$ cat config.mk
export PLATFORM = sky130hd
export DESIGN_NAME = rgc_top
export DESIGN_NICKNAME = d
export VERILOG_FILES = /design/src/rgc_pkg.sv /design/src/rgc_cfg_if.sv /design/src/rgc_agc.sv /design/src/rgc_supply.sv /design/src/rgc_top.sv
export SDC_FILE = /design/constraint.sdc
export NUM_CORES = 1
export LEC_CHECK = 0
export BUFFER_PORTS_ARGS = -buffer_cell sky130_fd_sc_hd__buf_2
export CAP_MARGIN = 10
export CORE_MARGIN = 4
export CORE_UTILIZATION = 44
export CTS_CLUSTER_SIZE = 8
export DETAILED_ROUTE_END_ITERATION = 16
export GPL_TIMING_DRIVEN = 1
export PLACE_DENSITY = 0.81
export SYNTH_ARGS = -nofsm -noshare
export SYNTH_HDL_FRONTEND = slang
export SYNTH_SLANG_ARGS = --single-unit
$ cat constraint.sdc
create_clock -name pclk -period 3.6 [get_ports pclk]
set_clock_uncertainty 0.2 [all_clocks]
set_input_delay 0 -clock pclk [delete_from_list [all_inputs] [get_ports pclk]]
set_output_delay 0 -clock pclk [all_outputs]
set_load 0.01 [all_outputs]
$ cat src/rgc_pkg.sv
// constants and types for the rx gain and regulator control block
// assumes a 32-bit apb master; register indices are word indices (byte address = 4 * index)
package rgc_pkg;

  localparam logic [5:0] IDX_CHIP_STATUS  = 6'h00;
  localparam logic [5:0] IDX_PROTOCOL     = 6'h01;
  localparam logic [5:0] IDX_RX_SPECIAL   = 6'h0A;
  localparam logic [5:0] IDX_SUPPLY_CTRL  = 6'h0B;
  localparam logic [5:0] IDX_AGC_STATUS   = 6'h10;
  localparam logic [5:0] IDX_SUPPLY_STAT  = 6'h11;

  localparam logic [7:0] CHIP_STATUS_RST  = 8'h00;
  localparam logic [7:0] PROTOCOL_RST     = 8'h00;
  localparam logic [7:0] RX_SPECIAL_RST   = 8'h40;
  localparam logic [7:0] SUPPLY_CTRL_RST  = 8'h87;
  localparam logic [7:0] SUPPLY_CTRL_MASK = 8'hE7;

  // chip status control fields
  localparam int CS_FIVE_VOLT_BIT = 0;
  localparam int CS_AGC_ON_BIT    = 2;
  // rx special setting fields
  localparam int RS_NO_LIM_BIT    = 0;
  localparam int RS_AGCR_BIT      = 1;
  localparam int RS_GAIN_LSB      = 2;
  localparam int RS_HBT_BIT       = 4;
  localparam int RS_M848_BIT      = 5;
  localparam int RS_C424_BIT      = 6;
  localparam int RS_C212_BIT      = 7;
  // supply and pin control fields
  localparam int SP_AUTO_BIT      = 7;
  localparam int SP_EXT_AMP_BIT   = 6;
  localparam int SP_IO_LOW_BIT    = 5;

  // agc sequence
  localparam logic [2:0] AGC_COMP_STEPS  = 3'h4;
  localparam logic [2:0] AGC_TOTAL_STEPS = 3'h7;
  localparam logic [3:0] AGC_WINDOW      = 4'h8;

  // supply rails in units of 10 mV
  localparam logic [9:0] V_STEP          = 10'h00A;
  localparam logic [9:0] V_RF5_BASE      = 10'h1AE;
  localparam logic [9:0] V_ANA5          = 10'h15E;
  localparam logic [9:0] V_AUX_MAX       = 10'h154;
  localparam logic [9:0] V_LOW3_BASE     = 10'h10E;
  localparam logic [9:0] V_HEAD_250      = 10'h019;
  localparam logic [9:0] V_HEAD_350      = 10'h023;
  localparam logic [9:0] V_HEAD_400      = 10'h028;

  typedef enum logic [2:0] {
    BAND_240K_1M4 = 3'h0,
    BAND_110K_570K = 3'h1,
    BAND_200K_900K = 3'h2,
    BAND_450K_1M5 = 3'h3,
    BAND_100K_1M5 = 3'h4
  } rgc_band_t;

  typedef enum logic [2:0] {
    AGC_IDLE  = 3'b000,
    AGC_ARMED = 3'b001,
    AGC_COMP  = 3'b011,
    AGC_GAIN  = 3'b010,
    AGC_DONE  = 3'b110
  } rgc_agc_state_t;

endpackage

$ cat src/rgc_cfg_if.sv
// configuration bits passed from the register bank to the agc and supply decoders
// assumes all three modules share pclk
`timescale 1ns/100ps
interface rgc_cfg_if;
  logic       agc_on;
  logic       no_lim;
  logic       agcr;
  logic       five_volt;
  logic [7:0] supply_ctrl;

  modport ctrl (output agc_on, output no_lim, output agcr, output five_volt, output supply_ctrl);
  modport agc  (input agc_on, input no_lim, input agcr);
  modport sup  (input five_volt, input supply_ctrl);
endinterface

$ cat src/rgc_agc.sv
// receiver agc sequencer: four comparator steps then three gain-reduction steps
// assumes tx/rx activity, subcarrier pulses and level flags are synchronous to pclk
`timescale 1ns/100ps
module rgc_agc
  import rgc_pkg::*;
(
  input  wire logic    pclk,
  input  wire logic    presetn,
  rgc_cfg_if.agc       cfg,
  input  wire logic    tx_active,
  input  wire logic    rx_active,
  input  wire logic    subcarrier_pulse,
  input  wire logic    level_over_3x,
  input  wire logic    level_over_5x,
  output logic [2:0]   comp_step,
  output logic [1:0]   gain_step,
  output logic         agc_running,
  output logic         agc_blocked
);

  typedef struct packed {
    rgc_agc_state_t state;
    logic [3:0]     pulses;
    logic [2:0]     step;
    logic           blocked;
  } rgc_agc_st_t;

  rgc_agc_st_t st_q;
  rgc_agc_st_t st_d;
  logic        window_open;
  logic        level_hit;

  assign window_open = cfg.no_lim || (st_q.pulses < AGC_WINDOW);
  assign level_hit   = cfg.agcr ? level_over_3x : level_over_5x;

  always_comb
  begin
    st_d = st_q;
    if (!cfg.agc_on || tx_active)
    begin
      // loop off: hold in idle; transmitting with the loop on: hold armed; both clear the steps
      st_d.state   = tx_active && cfg.agc_on ? AGC_ARMED : AGC_IDLE;
      st_d.pulses  = 4'h0;
      st_d.step    = 3'h0;
      st_d.blocked = 1'b0;
    end
    else
    begin
      unique case (st_q.state)
        AGC_IDLE:  st_d.state = AGC_IDLE;
        AGC_ARMED:
        begin
          if (rx_active)
            st_d.state = AGC_COMP; // only after tx has ended
        end
        AGC_COMP, AGC_GAIN:
        begin
          if (!rx_active)
            st_d.state = AGC_DONE;
          else if (subcarrier_pulse)
          begin
            if (st_q.pulses != 4'hF)
              st_d.pulses = st_q.pulses + 4'h1;
            if (!window_open)
            begin
              st_d.state   = AGC_DONE; // window closed
              st_d.blocked = 1'b1;
            end
            else if (level_hit)
            begin
              st_d.step = st_q.step + 3'h1;
              if (st_q.step + 3'h1 >= AGC_TOTAL_STEPS)
                st_d.state = AGC_DONE;
              else if (st_q.step + 3'h1 >= AGC_COMP_STEPS)
                st_d.state = AGC_GAIN;
            end
          end
        end
        AGC_DONE:  st_d.state = AGC_DONE;
        default:   st_d.state = AGC_IDLE;
      endcase
    end
  end

  always_ff @(posedge pclk or negedge presetn)
  begin
    if (!presetn)
      st_q <= '{state: AGC_IDLE, pulses: 4'h0, step: 3'h0, blocked: 1'b0};
    else
      st_q <= st_d;
  end

  // first four steps trim the comparator, the rest reduce gain
  assign comp_step   = (st_q.step > AGC_COMP_STEPS) ? AGC_COMP_STEPS : st_q.step;
  assign gain_step   = (st_q.step > AGC_COMP_STEPS) ? 2'(st_q.step - AGC_COMP_STEPS) : 2'h0;
  assign agc_running = (st_q.state == AGC_COMP) || (st_q.state == AGC_GAIN);
  assign agc_blocked = st_q.blocked;

endmodule // rgc_agc

$ cat src/rgc_supply.sv
// regulator target decoder: rail set-points in 10 mV units from the supply control byte
// assumes vin_10mv is a measured input supply sample, synchronous to pclk
`timescale 1ns/100ps
module rgc_supply
  import rgc_pkg::*;
(
  input  wire logic    pclk,
  input  wire logic    presetn,
  rgc_cfg_if.sup       cfg,
  input  wire logic [9:0] vin_10mv,
  output logic [9:0]   rf_supply_rail,
  output logic [9:0]   analog_rail,
  output logic [9:0]   aux_rail,
  output logic [9:0]   headroom
);

  typedef struct packed {
    logic [9:0] rf;
    logic [9:0] ana;
    logic [9:0] aux;
    logic [9:0] head;
  } rgc_sup_st_t;

  rgc_sup_st_t st_q;
  rgc_sup_st_t st_d;
  logic [9:0]  code_mv;
  logic [9:0]  tracked;

  assign code_mv = 10'(cfg.supply_ctrl[2:0]) * V_STEP;

  always_comb
  begin
    st_d = st_q;
    // 01 is not a listed headroom; it is treated as the widest one
    unique case (cfg.supply_ctrl[1:0])
      2'b11:   st_d.head = V_HEAD_250;
      2'b10:   st_d.head = V_HEAD_350;
      default: st_d.head = V_HEAD_400;
    endcase
    tracked = (vin_10mv > st_d.head) ? 10'(vin_10mv - st_d.head) : 10'h000;
    if (cfg.supply_ctrl[SP_AUTO_BIT])
    begin
      st_d.rf  = tracked;
      st_d.ana = tracked;
      st_d.aux = (tracked > V_AUX_MAX) ? V_AUX_MAX : tracked;
    end
    else if (cfg.five_volt)
    begin
      st_d.rf  = V_RF5_BASE + code_mv;
      st_d.ana = V_ANA5;
      st_d.aux = V_AUX_MAX;
    end
    else
    begin
      st_d.rf  = V_LOW3_BASE + code_mv;
      st_d.ana = V_LOW3_BASE + code_mv;
      st_d.aux = V_LOW3_BASE + code_mv;
    end
  end

  always_ff @(posedge pclk or negedge presetn)
  begin
    if (!presetn)
      st_q <= '0;
    else
      st_q <= st_d;
  end

  assign rf_supply_rail = st_q.rf;
  assign analog_rail    = st_q.ana;
  assign aux_rail       = st_q.aux;
  assign headroom       = st_q.head;

endmodule // rgc_supply

$ cat src/rgc_top.sv
// rx gain and regulator control: apb register bank, agc sequencer and supply decoder
// assumes a zero-wait apb master on pclk; the enable pin is sampled on pclk
//
// Added by the designer: register access over APB.
`timescale 1ns/100ps

//Behaviour
// agc uses four comparator-adjust steps, then three automatic gain-reduction steps
// agc acts only after transmission has finished, never during transmit
// unlimited-window bit clear confines agc to first 8 subcarrier pulses
// no-limit bit B0 of rx special setting removes the post-window blocking
// each protocol selection loads a preset filter setting; later writes override it
// agc loop runs only while chip status B2 is set, watching digitizer level
// gain reduction triggers at five times threshold, three times when B1 set
// filter bits b7..b4 all zero select the 240 kHz to 1.4 MHz band
// supply and pin control resets to 0x87 at power-on and while enable low
// B7 set selects automatic regulation; clear uses manual code in B2..B0
// B6 disables peak detectors, takes external subcarrier, drives modulation output
// B5 keeps low-voltage io drive; host sets it for 1.8 to 2.7 V
// B4 and B3 of supply control have no function and read zero
// manual 5 V: code 111..000 gives rf rail 5.0..4.3 V, others fixed
// manual 3 V: code 111..000 sets all rails 3.4..2.7 V together
// automatic headroom from B1..B0: 11 250 mV, 10 350 mV, 00 400 mV
// automatic aux rail tracks input less headroom, capped at 3.4 V
// rx special setting resets to 0x40 at power-on, enable low, protocol write
// supply control is read/write; a written value acts once the write completes
module rgc_top
  import rgc_pkg::*;
(
  input  wire logic        pclk,
  input  wire logic        presetn,
  input  wire logic        psel,
  input  wire logic        penable,
  input  wire logic        pwrite,
  input  wire logic [7:0]  paddr,
  input  wire logic [31:0] pwdata,
  input  wire logic [3:0]  pstrb,
  output logic [31:0]      prdata,
  output logic             pready,
  output logic             pslverr,
  input  wire logic        chip_enable,
  input  wire logic        tx_active,
  input  wire logic        rx_active,
  input  wire logic        subcarrier_pulse,
  input  wire logic        level_over_3x,
  input  wire logic        level_over_5x,
  input  wire logic [9:0]  vin_10mv,
  output logic [2:0]       filter_band,
  output logic [1:0]       gain_reduction,
  output logic [2:0]       comp_step,
  output logic [1:0]       gain_step,
  output logic             peak_detect_en,
  output logic             receiver_input_one_ext,
  output logic             receiver_input_two_ext,
  output logic             modulation_pin_oe,
  output logic             io_low_voltage_drive,
  output logic             external_amplifier_support,
  output logic             voltage_code_msb,
  output logic             voltage_code_mid,
  output logic             voltage_code_lsb,
  output logic [9:0]       rf_supply_rail,
  output logic [9:0]       analog_rail,
  output logic [9:0]       aux_rail,
  output logic [9:0]       headroom
);

  typedef struct packed {
    logic [7:0]  chip_status;
    logic [7:0]  protocol;
    logic [7:0]  rx_special;
    logic [7:0]  supply_ctrl;
    logic [31:0] rdata;
    logic        err;
  } rgc_top_st_t;

  rgc_top_st_t st_q;
  rgc_top_st_t st_d;

  rgc_cfg_if cfg ();

  logic       setup_ph;
  logic       access_ph;
  logic [5:0] idx;
  logic       aligned;
  logic       mapped;
  logic       writable;
  logic       agc_running;
  logic       agc_blocked;
  logic [7:0] agc_status;
  logic [7:0] supply_status;
  logic [7:0] wbyte;
  rgc_band_t  band;

  assign setup_ph  = psel && !penable;
  assign access_ph = psel && penable;
  assign idx       = paddr[7:2];
  assign aligned   = (paddr[1:0] == 2'h0);
  assign wbyte     = pstrb[0] ? pwdata[7:0] : 8'h00;

  always_comb
  begin
    unique case (idx)
      IDX_CHIP_STATUS, IDX_PROTOCOL, IDX_RX_SPECIAL, IDX_SUPPLY_CTRL:
      begin
        mapped   = 1'b1;
        writable = 1'b1;
      end
      IDX_AGC_STATUS, IDX_SUPPLY_STAT:
      begin
        mapped   = 1'b1;
        writable = 1'b0;
      end
      default:
      begin
        mapped   = 1'b0;
        writable = 1'b0;
      end
    endcase
  end

  assign agc_status    = {3'h0, agc_blocked, agc_running, comp_step == AGC_COMP_STEPS, gain_step};
  assign supply_status = {headroom[7:0]};

  always_comb
  begin
    st_d = st_q;
    // read data and error are captured in setup so the access phase answers at once
    if (setup_ph)
    begin
      st_d.err = !(aligned && mapped);
      unique case (idx)
        IDX_CHIP_STATUS: st_d.rdata = {24'h000000, st_q.chip_status};
        IDX_PROTOCOL:    st_d.rdata = {24'h000000, st_q.protocol};
        IDX_RX_SPECIAL:  st_d.rdata = {24'h000000, st_q.rx_special};
        IDX_SUPPLY_CTRL: st_d.rdata = {24'h000000, st_q.supply_ctrl};
        IDX_AGC_STATUS:  st_d.rdata = {24'h000000, agc_status};
        IDX_SUPPLY_STAT: st_d.rdata = {24'h000000, supply_status};
        default:         st_d.rdata = 32'h00000000;
      endcase
      if (!(aligned && mapped))
        st_d.rdata = 32'h00000000;
    end
    if (access_ph && pwrite && aligned && writable && pstrb[0])
    begin
      unique case (idx)
        IDX_CHIP_STATUS: st_d.chip_status = wbyte;
        IDX_PROTOCOL:
        begin
          st_d.protocol   = wbyte;
          // a new standard reloads the filter preset, overriding earlier trims
          st_d.rx_special = RX_SPECIAL_RST;
        end
        IDX_RX_SPECIAL:  st_d.rx_special = wbyte;
        IDX_SUPPLY_CTRL: st_d.supply_ctrl = wbyte & SUPPLY_CTRL_MASK;
        default:         st_d.chip_status = st_q.chip_status;
      endcase
    end
    // enable low holds the bank at its defaults, like power-on
    if (!chip_enable)
    begin
      st_d.chip_status = CHIP_STATUS_RST;
      st_d.protocol    = PROTOCOL_RST;
      st_d.rx_special  = RX_SPECIAL_RST;
      st_d.supply_ctrl = SUPPLY_CTRL_RST;
    end
  end

  always_ff @(posedge pclk or negedge presetn)
  begin
    if (!presetn)
      st_q <= '{chip_status: CHIP_STATUS_RST, protocol: PROTOCOL_RST,
                rx_special: RX_SPECIAL_RST, supply_ctrl: SUPPLY_CTRL_RST,
                rdata: 32'h00000000, err: 1'b0};
    else
      st_q <= st_d;
  end

  assign pready  = 1'b1;
  assign prdata  = st_q.rdata;
  assign pslverr = access_ph && st_q.err;

  // configuration carried to the sequencer and the supply decoder
  assign cfg.agc_on      = st_q.chip_status[CS_AGC_ON_BIT];
  assign cfg.five_volt   = st_q.chip_status[CS_FIVE_VOLT_BIT];
  assign cfg.no_lim      = st_q.rx_special[RS_NO_LIM_BIT];
  assign cfg.agcr        = st_q.rx_special[RS_AGCR_BIT];
  assign cfg.supply_ctrl = st_q.supply_ctrl;

  // filter band: highest set select bit wins; none set gives the wide default
  always_comb
  begin
    if (st_q.rx_special[RS_C212_BIT])
      band = BAND_110K_570K;
    else if (st_q.rx_special[RS_C424_BIT])
      band = BAND_200K_900K;
    else if (st_q.rx_special[RS_M848_BIT])
      band = BAND_450K_1M5;
    else if (st_q.rx_special[RS_HBT_BIT])
      band = BAND_100K_1M5;
    else
      band = BAND_240K_1M4;
  end

  assign filter_band    = band;
  assign gain_reduction = st_q.rx_special[RS_GAIN_LSB +: 2];

  // external amplifier mode swaps the receive path and the modulation pin role
  assign external_amplifier_support = st_q.supply_ctrl[SP_EXT_AMP_BIT];
  assign peak_detect_en             = !st_q.supply_ctrl[SP_EXT_AMP_BIT];
  assign receiver_input_one_ext     = st_q.supply_ctrl[SP_EXT_AMP_BIT];
  assign receiver_input_two_ext     = st_q.supply_ctrl[SP_EXT_AMP_BIT];
  assign modulation_pin_oe          = st_q.supply_ctrl[SP_EXT_AMP_BIT];
  assign io_low_voltage_drive       = st_q.supply_ctrl[SP_IO_LOW_BIT];
  assign voltage_code_msb           = st_q.supply_ctrl[2];
  assign voltage_code_mid           = st_q.supply_ctrl[1];
  assign voltage_code_lsb           = st_q.supply_ctrl[0];

  rgc_agc u_agc (
    .pclk             (pclk),
    .presetn          (presetn),
    .cfg              (cfg.agc),
    .tx_active        (tx_active),
    .rx_active        (rx_active),
    .subcarrier_pulse (subcarrier_pulse),
    .level_over_3x    (level_over_3x),
    .level_over_5x    (level_over_5x),
    .comp_step        (comp_step),
    .gain_step        (gain_step),
    .agc_running      (agc_running),
    .agc_blocked      (agc_blocked)
  );

  rgc_supply u_supply (
    .pclk           (pclk),
    .presetn        (presetn),
    .cfg            (cfg.sup),
    .vin_10mv       (vin_10mv),
    .rf_supply_rail (rf_supply_rail),
    .analog_rail    (analog_rail),
    .aux_rail       (aux_rail),
    .headroom       (headroom)
  );

endmodule // rgc_top

======== After elaboration in Yosys (flattened, before gate mapping) ========
Index checks and enable logic that the tools add are counted.
cells by class
  shifts and indexed selects .............. 0
  bitwise gates (word level) .............. 0
  $add $sub $neg .......................... 6
  reduce and logical (&&, ||, !) cells .... 35
  $lt $le $gt $ge ......................... 6
  eq/ne operators ......................... 23
  multiply operators ...................... 1
  div/mod/pow operators ................... 0
  mux-type cells .......................... 39
operators with widths
  kind                  count
  $mux 32               3
  $mux 30               2
  $mux 8                6
  $pmux 8 s6            1
  $mux 3                13
  $mux 11               2
  $add 9x7->10 const A  2
  $mux 10               2
  $pmux 8 s2            1
  $eq 6x4->1 const B    2
  $eq 6x5->1 const B    2
  $pmux 6 s2            1
  $reduce_and 4->1      3
  $reduce_bool 2->1     6
  $gt 10x6->1           1
  $gt 10x9->1 const B   1
  $sub 10x6->10         1
  $logic_and 1x1->1     9
  $pmux 3 s3            1
  $ne 2x1->1 const B    4
  $reduce_and 2->1      4
  $eq 3x2->1 const B    2
  $eq 3x3->1 const B    2
  $eq 6x1->1 const B    1
  other kinds (27)      38
storage, ports and cells
  memory bits (read-only) ................. 0
  input bits .............................. 65
  word-level logic and storage cells ...... 124
  memory bits (writable) .................. 0
  flip-flop bits (word level) ............. 112
  memories ................................ 0
  latch bits .............................. 0
  output and inout bits ................... 93

======== Logic depth before layout (Yosys ltp) ========
Gate-level depths: netlist of the first run.
  depth after elaboration ................. 10
  gate-level depth with buffers ........... 12
  mapped depth without buffers ............ 12

======== Cells and area by module ========
From an unflattened synthesis of the first run, not the netlist that was laid out.
second synthesis, totals
  cell total of the unflattened synthesis .. 492
  area total of the unflattened synthesis .. 5067.4 µm²
modules (own cells, without submodules)
  module      area an instance (µm²)  cells each  instances  sequential area each (µm²)
  rgc_top     2441.1                  241         1          982.2
  rgc_supply  1936.9                  178         1          850.8
  rgc_agc     689.4                   73          1          275.3

======== Worst setup path after synthesis of the first run ========
Ideal clock, no wire load.
  path type ............................... register to register
  start ................................... register st_q (netlist bit cfg.supply_ctrl[0])
  end ..................................... register u_supply.st_q (netlist bit u_supply.aux_rail[5])
  path buffers ............................ 0
  period minus slack after synthesis ...... 3.374 ns
  arrival ................................. 3.073 ns
  setup time .............................. 0.101 ns
  stages on the path, launching flop included .. 13
  required time ........................... 3.299 ns
  slack ................................... 0.226 ns
  path through ............................ dfstp_2 > inv_1 > ha_1 > or2_2 > ha_1 > fa_1 > nor3b_2 > o21ai_1 > nor3b_1 > o221a_2 > o311ai_1 > a2bb2oi_2 > o32ai_1
RTL lines
  item                      RTL line          RTL
  start: declaration        rgc_top.sv:76     rgc_top_st_t st_q;
  start signal: assignment  rgc_top.sv:171    st_q <= '{chip_status: CHIP_STATUS_RST, protocol: PROTOCOL_RST,
  start signal: assignment  rgc_top.sv:175    st_q <= st_d;
  end signal: assignment    rgc_supply.sv:66  st_q <= st_d;
  end: declaration          rgc_supply.sv:24  rgc_sup_st_t st_q;

==> impl_metrics.env, run 1 <==
export IMPL_drive_above_1_share_pct=25.8
export IMPL_synthFlopType="dfrtp_1"
export IMPL_async_flop_share_pct=100
export IMPL_worstSetupPathDepth=12
export IMPL_power_density_nw_per_um2=341
export IMPL_syn_area_um2=4770
export IMPL_die_width_um=112
export IMPL_drc_errors=0
export IMPL_area_growth_pct=22.2
export IMPL_numCtsBuffers=9
export IMPL_synth_cell_type_count=72
export IMPL_placed_cell_area_um2=5140
export IMPL_final_setup_worst_slack_ps=168
export IMPL_cts_tree="built"
export IMPL_syn_avg_cell_area_um2=9.61
export IMPL_period_needed_ps=3430
export IMPL_tns_ps=0
export IMPL_critPathKind="reg -> reg"
export IMPL_reg2reg_depth=12
export IMPL_critPathTopFamily="buffers and inverters"
export IMPL_hold_violations=0
export IMPL_hold_path_depth=4
export IMPL_viasPerCell=5.31
export IMPL_io_buffers=100
export IMPL_h_tree_depth=3
export IMPL_grt_max_degree=85
export IMPL_wirelength_mm=12.2
export IMPL_clock_fmax_mhz=291
export IMPL_clock_sink_count=84
export IMPL_initial_core_util_pct=45.8
export IMPL_clk_pin_slew_ps=90
export IMPL_setup_viol=0
export IMPL_num_antenna_cells=0
export IMPL_stdcell_area_um2=5830
export IMPL_grt_total_usage_pct=19.4
export IMPL_globalplace_congestion=0.865
export IMPL_wl_per_cell_um=16.1
export IMPL_cp_num_buf_inv=3
export IMPL_holdWs_ps=46.9
export IMPL_final_util_pct=55.9
export IMPL_p_leak_nw=2.69
export IMPL_cts_root_buf="clkbuf_8"
export IMPL_synth_edff_count=0
export IMPL_max_vdd_ir_drop_mv=0.219
export IMPL_dpl_hpwl_mm=8.61
export IMPL_required_ps=3690
export IMPL_io_pins=158
export IMPL_critPathSlowestCell="dlygate4sd3_1"
export IMPL_drtIter0Drc=212
export IMPL_arrival_ps=3530
export IMPL_grt_pass1_vias=4051
export IMPL_core_area_um2=10400
export IMPL_vias=4018
export IMPL_yosysWarnings=0
export IMPL_mostFrequentLayoutCells="buf_2, dfrtp_1, nand2_1, dlygate4sd3_1, nor2_1"
export IMPL_finalCritPeriodShare_pct=95.3
export IMPL_seq_area_frac_synth_pct=44.2
export IMPL_clock_latency_ps=360
export IMPL_cts_buffer_depth=2
export IMPL_hp_class="in -> reg"
export IMPL_synthCells=496
export IMPL_dieArea_um2=12600
export IMPL_relSlewSlack_pct=29.2
export IMPL_slew_viol_final=0
export IMPL_slowest_delay_ps=570
export IMPL_layout_commonest_cell="buf_2"
export IMPL_globalRouteOverflowTotal=0
export IMPL_tightest_slew_ps=1060
export IMPL_status="completed"
export IMPL_end_kind="flip-flop"
export IMPL_antenna_found_initial=0
export IMPL_dr_pass1_iters=4
export IMPL_ant_nets=0
export IMPL_synth_ff_latch_count=84
export IMPL_dp_slack_ps=155
export IMPL_rows=37
export IMPL_die_h_um=112
export IMPL_grt_pass1_wl_mm=19.8
export IMPL_cap_violations=0
export IMPL_final_nets=699
export IMPL_path_max_fanout=4
export IMPL_start_kind="flip-flop"
export IMPL_crit_chain="inv_1 > ha_1 > or2_2 > ha_1 > nand2b_1 > a21oi_2 > nor2_4 > nand2_1 > nand2_1 > dlygate4sd3_1 > a21oi_2 > dlygate4sd3_1"
-- registers in the layout (all words and copies together) (netlist names) --
signal	count
cfg.five_volt	1
u_supply.aux_rail	10
cfg.agc_on	1
u_supply.analog_rail	9
st_q	19
u_supply.headroom	5
cfg.no_lim	1
prdata	8
cfg.agcr	1
u_agc.st_q	10
u_supply.rf_supply_rail	10
gain_reduction	2
u_agc.agc_blocked	1
cfg.supply_ctrl	6
-- cell families after synthesis --
group,Yosys count,share of synthesized area (%)
other cells,2,0.158
simple gates,158,16.8
compound gates,116,16.2
flops,84,44.2
buf+inv,84,10.5
mux,17,4.17
fa+ha+maj,19,5.09
xor+xnor,16,2.94
-- stage by stage --
stage / instances / power [W]
3_5_place_dp: 698 / 0.00126
5_1_grt: 757 / 0.00208
4_1_cts: 754 / 0.00200
6_report: 757 / 0.00199
3_3_place_gp: 698 / 0.00125
2_1_floorplan: 525 / 0.00118
-- layout make-up --
type | count | area (um^2)
fillers | 904 | 4590
flip-flops and latches | 84 | 2110
repair buffers | 146 | 948
well taps | 136 | 170
inverters | 18 | 67.6
clock inverters | 5 | 60.1
multi-input cells | 357 | 2320
clock buffers | 11 | 151
-- worst reg2reg max path: stages (launching register included) --
cell and delay (ps):
dfstp_2 540, inv_1 80, ha_1 190, or2_2 290, ha_1 220, nand2b_1 180
a21oi_2 220, nor2_4 70, nand2_1 60, nand2_1 60, dlygate4sd3_1 570, a21oi_2 140
dlygate4sd3_1 570
-- synthesized netlist by cell type, drive strengths merged, types with 3 or more instances --
library cell | instances | area (um^2)
nand3 | 26 | 135
a22o | 7 | 61.3
a22oi | 5 | 37.5
nand2 | 48 | 193
nor3 | 4 | 20.0
or2 | 3 | 18.8
nor2 | 38 | 158
a21boi | 3 | 22.5
dfstp | 5 | 131
nor3b | 6 | 55.1
clkbuf | 11 | 42.5
a31oi | 4 | 25.0
inv | 18 | 67.6
nand4 | 5 | 31.3
mux2i | 12 | 120
a21o | 5 | 37.5
o211ai | 3 | 32.5
and2 | 5 | 33.8
xor2 | 9 | 78.8
a211oi | 6 | 50.1
o22ai | 11 | 68.8
ha | 17 | 213
dfrtp | 79 | 1980
nor2b | 4 | 25.0
a21oi | 18 | 93.8
mux2 | 3 | 33.8
xnor2 | 7 | 61.3
nor4 | 3 | 18.8
buf | 55 | 389
nand2b | 8 | 50.1
o21ai | 38 | 194
-- layer usage --
layer / wire length [um] / part of all wire (%) / track usage [%]
met5: 0 / 0 / 0
met4: 205 / 1.7 / 6.49
met3: 855 / 7.0 / 4.91
met2: 5850 / 48 / 32.0
met1: 5260 / 43 / 24.9
-- final timing paths --
path                                    startpoint                      end  slack (ps)
min in group asynchronous                  presetn                prdata[7]         140
worst min-delay path                      paddr[4]                prdata[1]          50
worst max register to register  cfg.supply_ctrl[0]  u_supply.analog_rail[9]         170
worst max-delay path            cfg.supply_ctrl[0]  u_supply.analog_rail[9]         170
worst min register to register            st_q[51]                 st_q[51]         290
max in group asynchronous                  presetn  u_supply.analog_rail[2]        2340
-- what timing repair did --
| action | 4_1_cts | 5_1_grt |
|---|---|---|
| endpoints found under the hold margin | 132 | 0 |
| hold buffers | 40 | 0 |
| gates resized for setup | 0 | 10 |
| setup buffers | 0 | 3 |
| endpoints found under the setup margin | 0 | 11 |
-- power by group --
group / internal (W) / switching (W) / total [W]
registers: 0.000979 / 0.0000115 / 0.000990
clock network: 0.000360 / 0.000350 / 0.000710
logic: 0.000118 / 0.000170 / 0.000288
total: 0.00146 / 0.000531 / 0.00199
Power figures use the tool's default switching activity.
==> run 2: changes to the inputs <==
--- a/config.mk
+++ b/config.mk
@@ -13,6 +13,7 @@
 export DETAILED_ROUTE_END_ITERATION = 16
 export GPL_TIMING_DRIVEN = 1
 export PLACE_DENSITY = 0.81
+export RECOVER_POWER = 100
 export SYNTH_ARGS = -nofsm -noshare
 export SYNTH_HDL_FRONTEND = slang
 export SYNTH_SLANG_ARGS = --single-unit
==> run 2 against run 1 <==
  * The run now ends with capacitance limit, slew limit left
  * Clock power hardly changed
  * First-iteration DRC count is 19% higher
  * Sequential power hardly changed
  * Die area stayed put
  * Via count is 0.52% lower
  * Maximum frequency is 0.36% lower
==> impl_metrics.env, run 2 (synthesized netlist as in run 1, its figures left out) <==
export IMPL_grt_max_degree=85
export IMPL_arrival_ps=3490
export IMPL_end_kind="flip-flop"
export IMPL_cts_buffer_depth=2
export IMPL_grt_pass1_vias=4051
export IMPL_area_growth_pct=20.2
export IMPL_regArea_um2=2110
export IMPL_fillers=938
export IMPL_dieArea_um2=12600
export IMPL_netSwitchingFraction_pct=26.9
export IMPL_clock_fmax_mhz=290
export IMPL_antenna_found_initial=0
export IMPL_p_seq_share_pct=50.1
export IMPL_critical_path_startpoint="cfg.supply_ctrl[1]"
export IMPL_cts_tree="built"
export IMPL_required_ps=3640
export IMPL_clk_pin_slew_ps=90
export IMPL_die_width_um=112
export IMPL_h_tree_depth=3
export IMPL_dr_pass1_iters=4
export IMPL_final_nets=699
export IMPL_power_switching_w=0.000532
export IMPL_drc_errors=0
export IMPL_dpl_hpwl_mm=8.61
export IMPL_violations="capacitance limit, slew limit"
export IMPL_ant_nets=0
export IMPL_io_buffers=100
export IMPL_finalCritPeriodShare_pct=95.7
export IMPL_max_vdd_ir_drop_mv=0.216
export IMPL_hold_violations=0
export IMPL_vias=3997
export IMPL_tightest_slew_ps=2040
export IMPL_p_clk_share_pct=35.9
export IMPL_placed_cell_area_um2=5140
export IMPL_multi_input_area_um2=2300
export IMPL_globalplace_congestion=0.865
export IMPL_p_int_w=0.00145
export IMPL_wl_per_cell_um=16.2
export IMPL_start_kind="flip-flop"
export IMPL_status="complete, but fails checks"
export IMPL_rows=37
export IMPL_cap_violations=1
export IMPL_initial_core_util_pct=45.8
export IMPL_drtIter0Drc=253
export IMPL_grt_pass1_wl_mm=19.8
export IMPL_hp_class="in -> reg"
export IMPL_drive_above_1_share_pct=15.1
export IMPL_largest_register_ffs=19
export IMPL_globalRouteOverflowTotal=0
export IMPL_slew_viol_final=85
export IMPL_clock_latency_ps=360
export IMPL_path_max_fanout=11
export IMPL_numCtsBuffers=9
export IMPL_grt_total_usage_pct=19.4
export IMPL_clock_sink_count=84
export IMPL_hp_start="paddr[7]"
export IMPL_dp_slack_ps=155
export IMPL_mostFrequentLayoutCells="dfrtp_1, clkbuf_1, nand2_1, dlygate4sd3_1, buf_2"
export IMPL_critPathKind="reg -> reg"
export IMPL_relSlewSlack_pct=-36.2
export IMPL_reg2reg_from="cfg.supply_ctrl[1]"
export IMPL_p_leak_nw=2.49
export IMPL_die_h_um=112
export IMPL_p_comb_share_pct=14.0
export IMPL_io_pins=158
export IMPL_setup_viol=0
export IMPL_largest_register="st_q"
export IMPL_stdcell_area_um2=5730
export IMPL_viasPerCell=5.28
export IMPL_core_area_um2=10400
export IMPL_layout_commonest_cell="dfrtp_1"
export IMPL_wirelength_mm=12.2
export IMPL_period_needed_ps=3440
export IMPL_power_density_nw_per_um2=345
export IMPL_final_setup_worst_slack_ps=156
export IMPL_cts_root_buf="clkbuf_8"
export IMPL_num_antenna_cells=0
-- run 2: cell count changes in the layout (fill, tap and decap cells not counted), sizes merged --
cell / delta
buf: -62
clkbuf: +62
-- run 2: worst paths after layout --
| kind | slack [ps] | depth (start not counted) | endpoint |
|---|---|---|---|
| worst max-delay path | 160 | 10 | u_supply.analog_rail[9] |
| worst min-delay path | 50 | 4 | prdata[1] |
| worst max register to register | 160 | 10 | u_supply.analog_rail[9] |
| worst min register to register | 290 | 2 | st_q[51] |
| max in group asynchronous | 1440 | 2 | u_supply.analog_rail[8] |
| min in group asynchronous | 550 | 2 | prdata[7] |
-- run 2: repair_timing --
item,CTS,global route
resized for setup,0,10
hold buffers,40,0
setup buffers,0,3
endpoints found under the hold margin,132,0
setup endpoints to repair,0,11
-- run 2: cell type report --
class / instances / area share [%]
well taps: 136 / 2.97
flip-flops and latches: 84 / 36.8
multi-input cells: 357 / 40.2
inverters: 18 / 1.18
clock buffers: 11 / 2.64
repair buffers: 146 / 15.1
clock inverters: 5 / 1.05
-- run 2: per-layer routing --
layer / global-route usage [%] / routed length [um] / up-vias
li1: - / - / 1908
met5: 0 / 0 / -
met4: 6.49 / 170 / 0
met2: 32.0 / 5930 / 158
met3: 4.91 / 894 / 15
met1: 24.9 / 5240 / 1916
-- run 2: power groups by stage --
stage / combinational [W] / clock (W) / sequential, W
global placement: 0.000246 / 0 / 0.00101
CTS: 0.000277 / 0.000732 / 0.000990
global route: 0.000304 / 0.000768 / 0.000995
detailed placement: 0.000250 / 0 / 0.00101
floorplan: 0.000152 / 0 / 0.00102
finish: 0.000277 / 0.000710 / 0.000991
-- run 2: per-stage QoR --
step	TNS, ps	total power, W	std cells	util [%]	hold slack [ps]
2_1_floorplan	0	0.00118	525	-	-496
3_3_place_gp	0	0.00125	698	49.3	2.16
3_5_place_dp	0	0.00126	698	49.3	9.72
4_1_cts	0	0.00200	754	55.2	19.8
5_1_grt	-5.68	0.00207	757	55.0	51.7
6_report	0	0.00198	757	55.0	48.1
-- run 2: critical path, stage by stage (launching register included) --
cell and delay, ps:
dfstp_2 700, ha_1 250, ha_2 340, a211oi_4 240
nand2_1 140, nor2_4 130, nand2_1 60, nand2_1 70
dlygate4sd3_1 570, a21oi_2 60, dlygate4sd3_1 560
==> run 3: changes to the inputs <==
--- a/config.mk
+++ b/config.mk
@@ -5,14 +5,15 @@
 export SDC_FILE = /design/constraint.sdc
 export NUM_CORES = 1
 export LEC_CHECK = 0
+export ABC_CLOCK_PERIOD_IN_PS = 3600
 export BUFFER_PORTS_ARGS = -buffer_cell sky130_fd_sc_hd__buf_2
 export CAP_MARGIN = 10
 export CORE_MARGIN = 4
-export CORE_UTILIZATION = 44
+export CORE_UTILIZATION = 46
 export CTS_CLUSTER_SIZE = 8
 export DETAILED_ROUTE_END_ITERATION = 16
 export GPL_TIMING_DRIVEN = 1
-export PLACE_DENSITY = 0.81
+export PLACE_DENSITY = 0.84
 export RECOVER_POWER = 100
 export SYNTH_ARGS = -nofsm -noshare
 export SYNTH_HDL_FRONTEND = slang
==> run 3 against run 2 <==
  * The flow now finishes without violations
  * Cell count down 1.1%
  * Sequential power hardly changed
  * Maximum frequency down 1.2%
  * Critical path type unchanged
  * Highest routed layer unchanged
==> impl_metrics.env, run 3 (synthesized netlist as in run 1, its figures left out) <==
export IMPL_grt_total_usage_pct=20.2
export IMPL_core_area_um2=9950
export IMPL_power_w=0.00197
export IMPL_critPathTopFamily="buffers and inverters"
export IMPL_power_density_nw_per_um2=347
export IMPL_die_width_um=110
export IMPL_critPathKind="reg -> reg"
export IMPL_path_max_fanout=10
export IMPL_clk_pin_slew_ps=90
export IMPL_vias=4052
export IMPL_clock_fmax_mhz=287
export IMPL_multi_input_area_um2=2300
export IMPL_regArea_um2=2110
export IMPL_slowest_delay_ps=570
export IMPL_dieArea_um2=12100
export IMPL_globalplace_congestion=0.907
export IMPL_numCtsBuffers=9
export IMPL_grt_pass1_wl_mm=19.0
export IMPL_required_ps=3660
export IMPL_placed_cell_area_um2=5140
export IMPL_ant_nets=0
export IMPL_finalCritPeriodShare_pct=96.9
export IMPL_relSlewSlack_pct=28.5
export IMPL_rsz0062_at_grt="true"
export IMPL_start_kind="flip-flop"
export IMPL_fillers=853
export IMPL_drtIter0Drc=299
export IMPL_status="completed"
export IMPL_dp_slack_ps=124
export IMPL_cap_violations=0
export IMPL_largest_register="st_q"
export IMPL_hold_violations=0
export IMPL_dr_pass1_iters=5
export IMPL_setup_viol=0
export IMPL_slew_viol_final=0
export IMPL_crit_chain="buf_4 > ha_2 > ha_2 > a211oi_2 > nand2_1 > nor2_4 > nand2_1 > nand2_1 > dlygate4sd3_1 > a21oi_2 > dlygate4sd3_1"
export IMPL_layout_commonest_cell="dfrtp_1"
export IMPL_die_h_um=110
export IMPL_numPlacedInstances=695
export IMPL_largest_register_ffs=19
export IMPL_cts_tree="built"
export IMPL_wl_per_cell_um=16.2
export IMPL_cts_root_buf="clkbuf_8"
export IMPL_dpl_hpwl_mm=8.46
export IMPL_drive_above_1_share_pct=19.0
export IMPL_clock_sink_count=84
export IMPL_max_vdd_ir_drop_mv=0.162
export IMPL_grt_pass1_vias=3927
export IMPL_end_kind="flip-flop"
export IMPL_io_buffers=100
export IMPL_rows=36
export IMPL_stdcell_area_um2=5690
export IMPL_mostFrequentLayoutCells="dfrtp_1, buf_2, clkbuf_1, nand2_1, nor2_1"
export IMPL_area_growth_pct=19.3
export IMPL_crit_top_cell="nand2_1"
export IMPL_antenna_found_initial=0
export IMPL_tightest_slew_ps=1070
export IMPL_grt_max_degree=85
export IMPL_wirelength_mm=12.1
export IMPL_initial_core_util_pct=47.9
export IMPL_final_nets=694
export IMPL_globalRouteOverflowTotal=0
export IMPL_h_tree_depth=3
export IMPL_cts_buffer_depth=2
export IMPL_cp_num_buf_inv=3
export IMPL_hp_class="in -> reg"
export IMPL_critPathSlowestCell="dlygate4sd3_1"
export IMPL_fin_cells=749
export IMPL_io_pins=158
export IMPL_clock_latency_ps=370
export IMPL_drc_errors=0
export IMPL_final_setup_worst_slack_ps=113
export IMPL_num_antenna_cells=0
export IMPL_p_leak_nw=2.52
export IMPL_arrival_ps=3550
export IMPL_viasPerCell=5.41
export IMPL_period_needed_ps=3490
-- run 3: cell types whose count changed in the layout (fill, tap and decap cells not counted), sizes merged --
cell,delta
clkinv,-2
clkinvlp,+1
dlygate4sd3,-8
buf,+19
clkbuf,-17
inv,+2
-- run 3: power by group --
group | internal [W] | total (W) | switching (W) | leakage [nW]
logic | 0.000105 | 0.000272 | 0.000167 | 1.35
registers | 0.000979 | 0.000992 | 0.0000128 | 1.07
clock network | 0.000345 | 0.000710 | 0.000365 | 0.0995
total | 0.00143 | 0.00197 | 0.000544 | 2.52
-- run 3: timing repair --
| action | 4_1_cts | 5_1_grt |
|---|---|---|
| buffers inserted | 0 | 6 |
| endpoints found under the setup margin | 0 | 11 |
| hold endpoints to repair | 135 | 0 |
| hold buffers | 32 | 0 |
| resized for setup | 0 | 8 |
-- run 3: layout make-up --
class	count	area share (%)
repair buffers	141	14.6
clock inverters	6	1.25
clock buffers	10	2.42
inverters	18	1.19
multi-input cells	357	40.5
flip-flops and latches	84	37.1
well taps	133	2.93
-- run 3: per-stage QoR --
stage	TNS [ps]	util, %	hold WS, ps
after floorplan	0	-	-496
after CTS	0	56.9	7.96
after detailed placement	0	51.6	16.7
after global placement	0	51.6	3.89
final	0	57.2	9.72
after global routing	-8.40	57.2	25.1
-- run 3: worst paths after layout --
check | from | to | slack [ps] | depth (start not counted)
setup / recovery | cfg.supply_ctrl[0] | u_supply.analog_rail[9] | 110 | 11
hold / removal | psel | st_q[0] | 10 | 3
setup reg to reg | cfg.supply_ctrl[0] | u_supply.analog_rail[9] | 110 | 11
hold reg to reg | st_q[55] | st_q[55] | 290 | 2
max in group asynchronous | presetn | u_supply.headroom[5] | 2340 | 2
min in group asynchronous | presetn | st_q[55] | 160 | 2
-- run 3: worst reg2reg max path, cell delays in order, from the launching register on --
cell           delay, ps
dfstp_2              530
buf_4                180
ha_2                 230
ha_2                 330
a211oi_2             280
nand2_1              150
nor2_4               150
nand2_1               60
nand2_1               70
dlygate4sd3_1        570
a21oi_2               70
dlygate4sd3_1        560
-- run 3: routing by layer --
layer / wire length [um] / vias to the layer above / track usage [%]
met2: 5770 / 186 / 33.1
met5: 0 / - / 0
met3: 995 / 22 / 4.93
li1: - / 1896 / -
met1: 5150 / 1948 / 25.8
met4: 222 / 0 / 7.93
